[config.mk]
export PLATFORM = sky130hd
export DESIGN_NAME = boot_rom_flash_decoder
export DESIGN_NICKNAME = d
export VERILOG_FILES = /design/src/include/boot_rom_pkg.sv /design/src/logic/boot_rom_flash_decoder.sv
export SDC_FILE = /design/constraint.sdc
export NUM_CORES = 1
export LEC_CHECK = 0
export BUFFER_PORTS_ARGS = -buffer_cell sky130_fd_sc_hd__buf_2
export CELL_PAD_IN_SITES_DETAIL_PLACEMENT = 1
export CELL_PAD_IN_SITES_GLOBAL_PLACEMENT = 2
export CORE_ASPECT_RATIO = 0.9
export CORE_MARGIN = 2
export CORE_UTILIZATION = 26
export DETAILED_ROUTE_END_ITERATION = 6
export GPL_TIMING_DRIVEN = 0
export PLACE_DENSITY = 0.7
export SYNTH_ARGS = -nofsm -noshare
export SYNTH_HDL_FRONTEND = slang
export SYNTH_SLANG_ARGS = --single-unit
[constraint.sdc]
create_clock -name clk_sys -period 2.8 [get_ports clk_sys]
set_input_delay 0.42 -clock clk_sys [delete_from_list [all_inputs] [get_ports clk_sys]]
set_output_delay 0.42 -clock clk_sys [all_outputs]
set_load 0.01 [all_outputs]
[src/include/boot_rom_pkg.sv]
// Package: constants and carriers for the boot memory decoder
package boot_rom_pkg;

   // ==========================================
   // Address windows
   localparam logic [31:0] ROM_HIGH_BASE   = 32'hff800000;
   localparam logic [31:0] ROM_HIGH_LAST   = 32'hffbfffff;
   localparam logic [31:0] ROM_LOW_LAST    = 32'h003fffff;
   localparam logic [31:0] EPROM_LOW_LAST  = 32'h000fffff;
   localparam logic [31:0] EPROM_HIGH_LAST = 32'hff8fffff;
   localparam logic [31:0] FLASH_MIX_FIRST = 32'h00200000;
   localparam logic [31:0] FLASH_MIX_LAST  = 32'h003fffff;
   localparam int          ROM_SPAN_BITS   = 22;
   localparam int          HALF_BIT        = 21;
   localparam int          EPROM_BITS      = 20;

   // ==========================================
   // Register offsets (word addresses on the plain port)
   localparam logic [3:0]  REG_CTRL        = 4'h0;
   localparam logic [3:0]  REG_STATUS      = 4'h1;
   localparam logic [3:0]  REG_RESET_CAUSE = 4'h2;

   // ==========================================
   // Control register fields
   localparam int          CTRL_HALF_POS   = 2;
   localparam int          CTRL_WP_POS     = 1;
   localparam int          CTRL_ALIAS_POS  = 20;
   localparam int          CTRL_SWAP_POS   = 21;
   localparam int          CTRL_AT_POS     = 24;
   localparam int          CTRL_DEC_POS    = 28;
   localparam logic [3:0]  ACCESS_TIME_RST = 4'h3;
   localparam logic        WP_RST          = 1'b1;
   localparam logic        HALF_RST        = 1'b0;
   localparam logic        ALIAS_RST       = 1'b1;
   localparam logic        SWAP_RST        = 1'b0;
   localparam logic        DEC_EN_RST      = 1'b1;

   // ==========================================
   // Reset source codes
   localparam int          NUM_RST_SRC     = 5;
   localparam int          SRC_WDOG        = 0;
   localparam int          SRC_PANEL       = 1;
   localparam int          SRC_BOARD       = 2;
   localparam int          SRC_SYSRST      = 3;
   localparam int          SRC_POWER       = 4;

   // ==========================================
   // Carriers
   typedef struct packed {
      logic        valid;
      logic        write;
      logic [1:0]  size;
      logic [31:0] addr;
   } bus_req_t;

   typedef struct packed {
      logic        flash_sel;
      logic        eprom_sel;
      logic [3:0]  lanes;
      logic [21:0] dev_addr;
      logic        write_err;
      logic        hit;
   } rom_sel_t;

   typedef enum logic [2:0] {
      CYC_IDLE = 3'b001,
      CYC_WAIT = 3'b010,
      CYC_DONE = 3'b100
   } cyc_state_t;

endpackage

[src/logic/boot_rom_flash_decoder.sv]
// Boot memory decoder: Flash/EPROM windows, boot alias, write protect and local reset
`timescale 1ns/1ns
module boot_rom_flash_decoder
   import boot_rom_pkg::*;
#(
   parameter int SYNC_STAGES = 3
) (
   // Clock and reset
   input  wire logic        clk_sys,
   input  wire logic        rst,
   // Board pins and reset sources
   input  wire logic        rom_config_jumper,
   input  wire logic        watchdog_expired,
   input  wire logic        panel_reset_n,
   input  wire logic        sys_ctrl_enabled,
   input  wire logic        board_reset_bit,
   input  wire logic        sysreset_n,
   input  wire logic        power_up_reset,
   // Local bus request
   input  wire bus_req_t    bus_req,
   input  wire logic        remote_req,
   input  wire logic        dram_hit,
   input  wire logic        sram_hit,
   // Register port
   input  wire logic [3:0]  reg_addr,
   input  wire logic [31:0] reg_wdata,
   input  wire logic        reg_wr,
   input  wire logic        reg_rd,
   output logic [31:0]      reg_rdata,
   // Decode results
   output rom_sel_t         rom_sel,
   output logic             rom_ack,
   output logic             dram_sel,
   output logic             sram_sel,
   output logic             remote_ignored,
   output logic             local_reset,
   output logic [3:0]       access_time
);

   generate
      if (SYNC_STAGES != 3) begin : g_bad_sync
         $error("SYNC_STAGES must be 3");
      end
   endgenerate

   // ==========================================
   // Pin synchronisers
   localparam int              NPIN    = 6;
   localparam logic [NPIN-1:0] PIN_RST = 6'b100000;
   logic [NPIN-1:0] pin_raw;
   logic [NPIN-1:0] s1_q;
   logic [NPIN-1:0] s2_q;
   logic [NPIN-1:0] s3_q;
   logic [NPIN-1:0] pin_q;
   assign pin_raw = {rom_config_jumper, watchdog_expired, ~panel_reset_n,
                     board_reset_bit, ~sysreset_n, power_up_reset};

   always_ff @(posedge clk_sys or posedge rst) begin
      if (rst) begin
         s1_q <= PIN_RST;
         s2_q <= PIN_RST;
         s3_q <= PIN_RST;
      end else begin
         s1_q <= pin_raw;
         s2_q <= s1_q;
         s3_q <= s2_q;
      end
   end

   genvar gi;
   generate
      for (gi = 0; gi < NPIN; gi++) begin : g_pin
         always_ff @(posedge clk_sys or posedge rst) begin
            if (rst) begin
               pin_q[gi] <= PIN_RST[gi];
            end else if (s2_q[gi] == s3_q[gi]) begin
               pin_q[gi] <= s3_q[gi];
            end
         end
      end
   endgenerate

   logic jumper_high;
   assign jumper_high = pin_q[5];

   // ==========================================
   // Local reset
   logic [NUM_RST_SRC-1:0] src;
   logic                   local_reset_d;
   logic                   local_reset_q;
   assign src[SRC_WDOG]   = pin_q[4];
   assign src[SRC_PANEL]  = pin_q[3] & ~sys_ctrl_enabled;
   assign src[SRC_BOARD]  = pin_q[2];
   assign src[SRC_SYSRST] = pin_q[1];
   assign src[SRC_POWER]  = pin_q[0];
   assign local_reset_d   = |src;

   always_ff @(posedge clk_sys or posedge rst) begin
      if (rst) begin
         local_reset_q <= 1'b1;
      end else begin
         local_reset_q <= local_reset_d;
      end
   end

   // ==========================================
   // Control and cause registers
   logic [3:0]             access_time_q;
   logic                   wp_q;
   logic                   half_q;
   logic                   alias_q;
   logic                   swap_q;
   logic                   dec_en_q;
   logic [NUM_RST_SRC-1:0] cause_q;
   logic                   ctrl_wr;
   assign ctrl_wr = reg_wr && reg_addr == REG_CTRL;

   always_ff @(posedge clk_sys or posedge rst) begin
      if (rst) begin
         access_time_q <= ACCESS_TIME_RST;
      end else if (local_reset_q) begin
         access_time_q <= ACCESS_TIME_RST;
      end else if (ctrl_wr) begin
         access_time_q <= reg_wdata[CTRL_AT_POS +: 4];
      end
   end

   always_ff @(posedge clk_sys or posedge rst) begin
      if (rst) begin
         wp_q <= WP_RST;
      end else if (local_reset_q) begin
         wp_q <= WP_RST;
      end else if (ctrl_wr) begin
         wp_q <= reg_wdata[CTRL_WP_POS];
      end
   end

   always_ff @(posedge clk_sys or posedge rst) begin
      if (rst) begin
         half_q <= HALF_RST;
      end else if (local_reset_q) begin
         half_q <= HALF_RST;
      end else if (ctrl_wr) begin
         half_q <= reg_wdata[CTRL_HALF_POS];
      end
   end

   always_ff @(posedge clk_sys or posedge rst) begin
      if (rst) begin
         alias_q <= ALIAS_RST;
      end else if (local_reset_q) begin
         alias_q <= ALIAS_RST;
      end else if (ctrl_wr) begin
         alias_q <= reg_wdata[CTRL_ALIAS_POS];
      end
   end

   always_ff @(posedge clk_sys or posedge rst) begin
      if (rst) begin
         swap_q <= SWAP_RST;
      end else if (local_reset_q) begin
         swap_q <= SWAP_RST;
      end else if (ctrl_wr) begin
         swap_q <= reg_wdata[CTRL_SWAP_POS];
      end
   end

   always_ff @(posedge clk_sys or posedge rst) begin
      if (rst) begin
         dec_en_q <= DEC_EN_RST;
      end else if (local_reset_q) begin
         dec_en_q <= DEC_EN_RST;
      end else if (ctrl_wr) begin
         dec_en_q <= reg_wdata[CTRL_DEC_POS];
      end
   end

   always_ff @(posedge clk_sys or posedge rst) begin
      if (rst) begin
         cause_q <= '0;
      end else if (reg_wr && reg_addr == REG_RESET_CAUSE) begin
         cause_q <= (cause_q & ~reg_wdata[NUM_RST_SRC-1:0]) | src;
      end else begin
         cause_q <= cause_q | src;
      end
   end

   // ==========================================
   // Address decode
   rom_sel_t   sel_d;
   logic [31:0] a;
   logic       low_win;
   logic       high_win;
   logic       in_low;
   logic       in_high;
   logic       eprom_area;
   logic       flash_part;
   logic [3:0] lanes;

   always_comb begin
      a = bus_req.addr;
      case (bus_req.size)
         2'd0: lanes = 4'b1000 >> a[1:0];
         2'd1: lanes = a[1] ? 4'b0011 : 4'b1100;
         default: lanes = 4'b1111;
      endcase
   end

   always_comb begin
      high_win   = a >= ROM_HIGH_BASE && a <= ROM_HIGH_LAST;
      low_win    = alias_q && a <= ROM_LOW_LAST;
      in_high    = dec_en_q && high_win;
      in_low     = low_win;
      eprom_area = ~jumper_high && (a[HALF_BIT] == swap_q);
      flash_part = jumper_high || ~eprom_area;
      sel_d          = '0;
      sel_d.lanes    = lanes;
      sel_d.hit      = bus_req.valid && !local_reset_q && (in_low || in_high);
      if (sel_d.hit) begin
         if (flash_part) begin
            sel_d.flash_sel = 1'b1;
            sel_d.dev_addr  = jumper_high ? a[ROM_SPAN_BITS-1:0]
                            : {half_q, a[HALF_BIT-1:0]};
            sel_d.write_err = bus_req.write && wp_q;
         end else begin
            sel_d.eprom_sel = 1'b1;
            sel_d.dev_addr  = {2'b00, a[EPROM_BITS-1:0]};
            sel_d.write_err = bus_req.write;
         end
         if (sel_d.write_err) begin
            sel_d.flash_sel = 1'b0;
            sel_d.eprom_sel = 1'b0;
         end
      end
   end

   // ==========================================
   // Cycle timing
   cyc_state_t st_q;
   logic [3:0] wait_q;

   always_ff @(posedge clk_sys or posedge rst) begin
      if (rst) begin
         st_q <= CYC_IDLE;
      end else begin
         case (st_q)
            // Request still held in the ack cycle: not a new access
            CYC_IDLE: begin
               if (sel_d.hit && !local_reset_q && !rom_ack) begin
                  st_q <= CYC_WAIT;
               end
            end
            CYC_WAIT: begin
               if (wait_q == 4'h0) begin
                  st_q <= CYC_DONE;
               end
            end
            CYC_DONE: st_q <= CYC_IDLE;
            default:  st_q <= CYC_IDLE;
         endcase
      end
   end

   always_ff @(posedge clk_sys or posedge rst) begin
      if (rst) begin
         wait_q <= '0;
      end else if (st_q == CYC_IDLE) begin
         wait_q <= access_time_q;
      end else if (st_q == CYC_WAIT && wait_q != 4'h0) begin
         wait_q <= wait_q - 4'h1;
      end
   end

   // ==========================================
   // Registered outputs
   always_ff @(posedge clk_sys or posedge rst) begin
      if (rst) begin
         rom_sel <= '0;
         rom_ack <= 1'b0;
      end else begin
         rom_sel <= sel_d;
         rom_ack <= (st_q == CYC_DONE);
      end
   end

   always_ff @(posedge clk_sys or posedge rst) begin
      if (rst) begin
         dram_sel <= 1'b0;
         sram_sel <= 1'b0;
      end else begin
         dram_sel <= dram_hit && !(sel_d.hit && in_low);
         sram_sel <= sram_hit && !(sel_d.hit && in_low);
      end
   end

   always_ff @(posedge clk_sys or posedge rst) begin
      if (rst) begin
         remote_ignored <= 1'b0;
         local_reset    <= 1'b1;
      end else begin
         remote_ignored <= remote_req && local_reset_q;
         local_reset    <= local_reset_q;
      end
   end

   always_ff @(posedge clk_sys or posedge rst) begin
      if (rst) begin
         access_time <= ACCESS_TIME_RST;
      end else begin
         access_time <= access_time_q;
      end
   end

   // ==========================================
   // Register read port
   always_ff @(posedge clk_sys or posedge rst) begin
      if (rst) begin
         reg_rdata <= '0;
      end else if (reg_rd) begin
         case (reg_addr)
            REG_CTRL: begin
               reg_rdata <= '0;
               reg_rdata[CTRL_AT_POS +: 4] <= access_time_q;
               reg_rdata[CTRL_WP_POS]      <= wp_q;
               reg_rdata[CTRL_HALF_POS]    <= half_q;
               reg_rdata[CTRL_ALIAS_POS]   <= alias_q;
               reg_rdata[CTRL_SWAP_POS]    <= swap_q;
               reg_rdata[CTRL_DEC_POS]     <= dec_en_q;
            end
            REG_STATUS:      reg_rdata <= {29'h0, local_reset_q, jumper_high, st_q != CYC_IDLE};
            REG_RESET_CAUSE: reg_rdata <= {27'h0, cause_q};
            default:         reg_rdata <= '0;
         endcase
      end else begin
         reg_rdata <= '0;
      end
   end

endmodule

==> out/summary.log <==
[timing] Worst Slack Setup Final 1.102 ns
[critical_path] critical register-to-register path startpoint dec_en_q
[route] routed wire length 8487 microns
[timing] number of setup violations in the final report 0
[route] wire length per cell after detailed routing 14.10 microns
[global_route] wire length of the first global-routing pass 13480 microns
[route] number of iterations in the first detailed-routing pass 4
[global_route] overall fraction of global-route tracks in use 11.91%
[clocking] cell at the root of the clock tree sky130_fd_sc_hd__clkbuf_16
[placed_design] HPWL after detailed placement 6493 microns
[yosys] dominant synthesized flop cell sky130_fd_sc_hd__dfrtp_1
[placed_design] last weighted congestion value of the routability-driven placer 0.7293
[cells_and_area] area of the multi-input gates 1017 sq um
[clocking] buffers inserted during post-CTS setup optimization 0
[critical_path] data arrival time at the worst-slack endpoint 1.97 ns
[yosys] Mapped Area 3625 sq um
[critical_path] critical path data required time 3.07 ns
[power] leakage 2.496 nW
[timing] post-layout minimum cycle time 1.698 ns
[outcome] result of the run complete, no violations
[timing] RSZ-0062 raised after global routing no
[clocking] cts hold-fix bufs 0
[cells_and_area] post-layout util 35.69%
[yosys] Syn Inst Count 280
[clocking] latest clock arrival within the worst-skew pair 0.34 ns
[placed_design] instance count after placement with tap cells included 585
[timing] number of hold violations in the final report 0
[yosys] number of enable flip-flop cells after synthesis 0
[critical_path] kind of start point of the critical path flip-flop
[yosys] #FFs+latches synth 97
[critical_path] worst reg2reg path depth 5
[power] Pwr Total 2.766 mW
[floorplanning] area of the die 14900 sq um
[placed_design] post-place instance area 4531 sq um
[clocking] clock tree from TritonCTS yes
[timing] clk_skew 0.009127 ns
[critical_path] slack of the worst reg-to-reg path 1.10 ns
[cells_and_area] fraction of layout instances using a drive strength above 1 41.34%
[clocking] Max H-tree Level 3
[floorplanning] Die Ht 116.0 microns
[cells_and_area] final non-filler cell area 4805 sq um
[timing] worst hold slack 0.1762 ns
[clocking] total clock buffers created by CTS 9
[clocking] number of gates resized after cts 0
[critical_path] element type at the critical path end flip-flop
[timing] Max-slew headroom 53.91%
[clocking] clock-pin slew reported for the worst setup and hold paths after clock tree synthesis 0.07 ns
[floorplanning] Initial Utilization 26.92%
[worst_hold_path] class of the most critical hold timing path input port to asynchronous set/reset pin
[floorplanning] Boundary Pins 157
[yosys] Synth Warn # 0
[route] DRC errors left 0
[power] P per Cell Area 575.6 nW/um^2
[route] post-DR vias/cell 4.201
[floorplanning] Placement Rows 40
[cells_and_area] Final nets 515
[critical_path] category of the critical setup timing path flip-flop to flip-flop
[cells_and_area] most frequent cells in the layout sky130_fd_sc_hd__buf_2 (117), sky130_fd_sc_hd__dfrtp_1 (83), sky130_fd_sc_hd__and2_1 (24)
[timing] portion of the clock cycle consumed by the worst path in the final layout 60.63%
[timing] Slew Limit Fails 0
[placed_design] Post-Place Setup Slack 1.007 ns
[critical_path] worst reg2reg path endpoint rom_sel[4]
[timing] max frequency 589.0 MHz
[clocking] Sink Count 97
[route] via count 2529
[yosys] Synth cell types 44
[run] Max-cap violations 0
[floorplanning] area of the core 13460 sq um
[yosys] sequential element share of the synthesized area 67.45%
[global_route] number of antenna violations at the first check in global routing 2
[global_route] final global-route overflow total 0
[yosys] proportion of register bits with asynchronous set or reset after synthesis 100.0%
[cells_and_area] most common cell after layout, fill and taps aside sky130_fd_sc_hd__buf_2
[timing] Fin Setup TNS 0 ns
[clocking] maximum root-to-sink buffer count 2
[yosys] Avg Synthesized Cell Area 12.95 sq um
[global_route] via count of the first global-routing pass 2710
[cells_and_area] Layout fillers 1511
[critical_path] highest net fanout along the worst path 10
[timing] pin slew with the least headroom to its limit 0.6899 ns
[cells_and_area] combined flip-flop and latch cell area 2445 sq um
[cells_and_area] Area growth, synth to finish 32.55%
[route] residual antenna-violating net count after detailed routing 0
[cells_and_area] Final Non-Filler Cells 602
[route] Detailed Route Iter0 Violations 70
[power] maximum resistive drop on vdd 247.9 uV
[floorplanning] die width 128.5 microns
[global_route] pin count of the biggest net entering global routing 41
[placed_design] count of buffers from port buffering 116
[worst max-delay path by stage]
stage / depth (start not counted) / to / slack (ns) / startpoint
2_1_floorplan: 1 / access_time[2] / 1.24 / rst
3_3_place_gp: 2 / dram_sel / 0.56 / rst
3_5_place_dp: 5 / dec_en_q / 1.01 / reg_addr[0]
4_1_cts: 5 / rom_sel[11] / 1.08 / dec_en_q
5_1_grt: 5 / rom_sel[8] / 1.01 / dec_en_q
6_report: 5 / rom_sel[4] / 1.10 / dec_en_q
[worst max-delay path, stage by stage (launching register included)]
cell and delay, ns:
sky130_fd_sc_hd__dfstp_2 0.55, sky130_fd_sc_hd__nand2_1 0.05, sky130_fd_sc_hd__or3_4 0.39, sky130_fd_sc_hd__a21boi_4 0.33
sky130_fd_sc_hd__buf_6 0.18, sky130_fd_sc_hd__and2_1 0.13
[power breakdown]
part           internal [mW]  switching, mW  leakage (nW)  total (mW)
Sequential              1.44         0.0182          1.20        1.46
Combinational         0.0851         0.0985          1.16       0.184
Clock                  0.604          0.521         0.129        1.12
Total                   2.13          0.637          2.50        2.77
[cell type report]
type,count,share of cell area (%)
tap,168,4.375
buffer,25,3.854
clock buffer,10,4.766
clock inverter,6,0.8854
multi-input combinational,164,21.17
antenna,1,0.05208
timing repair buffer,118,12.92
sequential,97,50.89
inverter,13,1.094
[state kept, by name (all words and copies together) (netlist names), 3 cells and up]
name and flops:
access_time 4, access_time_q 4, cause_q 5, pin_q 5
reg_rdata 12, rom_sel 30, s3_q 6, s2_q 6
wait_q 4, s1_q 6, st_q 3
[per-layer routing]
metal,global-route usage [%],vias to the layer above,wire [microns]
met5,0,-,16
met2,21.31,81,4357
li1,-,1188,-
met1,13.08,1245,3406
met4,4.103,2,146
met3,4.432,13,560
[cells in the mapped netlist, types with 4 or more instances]
| master | count | area, sq um |
|---|---|---|
| sky130_fd_sc_hd__dfstp_2 | 14 | 367.9 |
| sky130_fd_sc_hd__mux2i_1 | 6 | 60.06 |
| sky130_fd_sc_hd__nor2_1 | 21 | 78.83 |
| sky130_fd_sc_hd__dfrtp_1 | 83 | 2077 |
| sky130_fd_sc_hd__and2_1 | 24 | 150.1 |
| sky130_fd_sc_hd__o21bai_1 | 4 | 30.03 |
| sky130_fd_sc_hd__nor3b_1 | 4 | 30.03 |
| sky130_fd_sc_hd__a211o_1 | 5 | 43.79 |
| sky130_fd_sc_hd__nand3_1 | 4 | 20.02 |
| sky130_fd_sc_hd__a21o_1 | 5 | 37.54 |
| sky130_fd_sc_hd__buf_4 | 20 | 150.1 |
| sky130_fd_sc_hd__nor2b_1 | 4 | 25.02 |
| sky130_fd_sc_hd__maj3_1 | 6 | 60.06 |
| sky130_fd_sc_hd__nand2_1 | 13 | 48.80 |
| sky130_fd_sc_hd__inv_1 | 13 | 48.80 |
| sky130_fd_sc_hd__and3_1 | 13 | 81.33 |
[cells by family (layout without fill, tap and decap cells)]
group           after synthesis  count (layout)  synth area share, %
fa+ha+maj                     7               7                2.002
simple gates                100             100                15.40
buf+inv                      38             172                6.455
xor+xnor                      1               1               0.2417
compound gates               29              29                6.386
flops                        97              97                67.45
other cells                   1              21               0.1035
mux                           7               7                1.968
No activity file was read; power rests on OpenSTA's default activity.
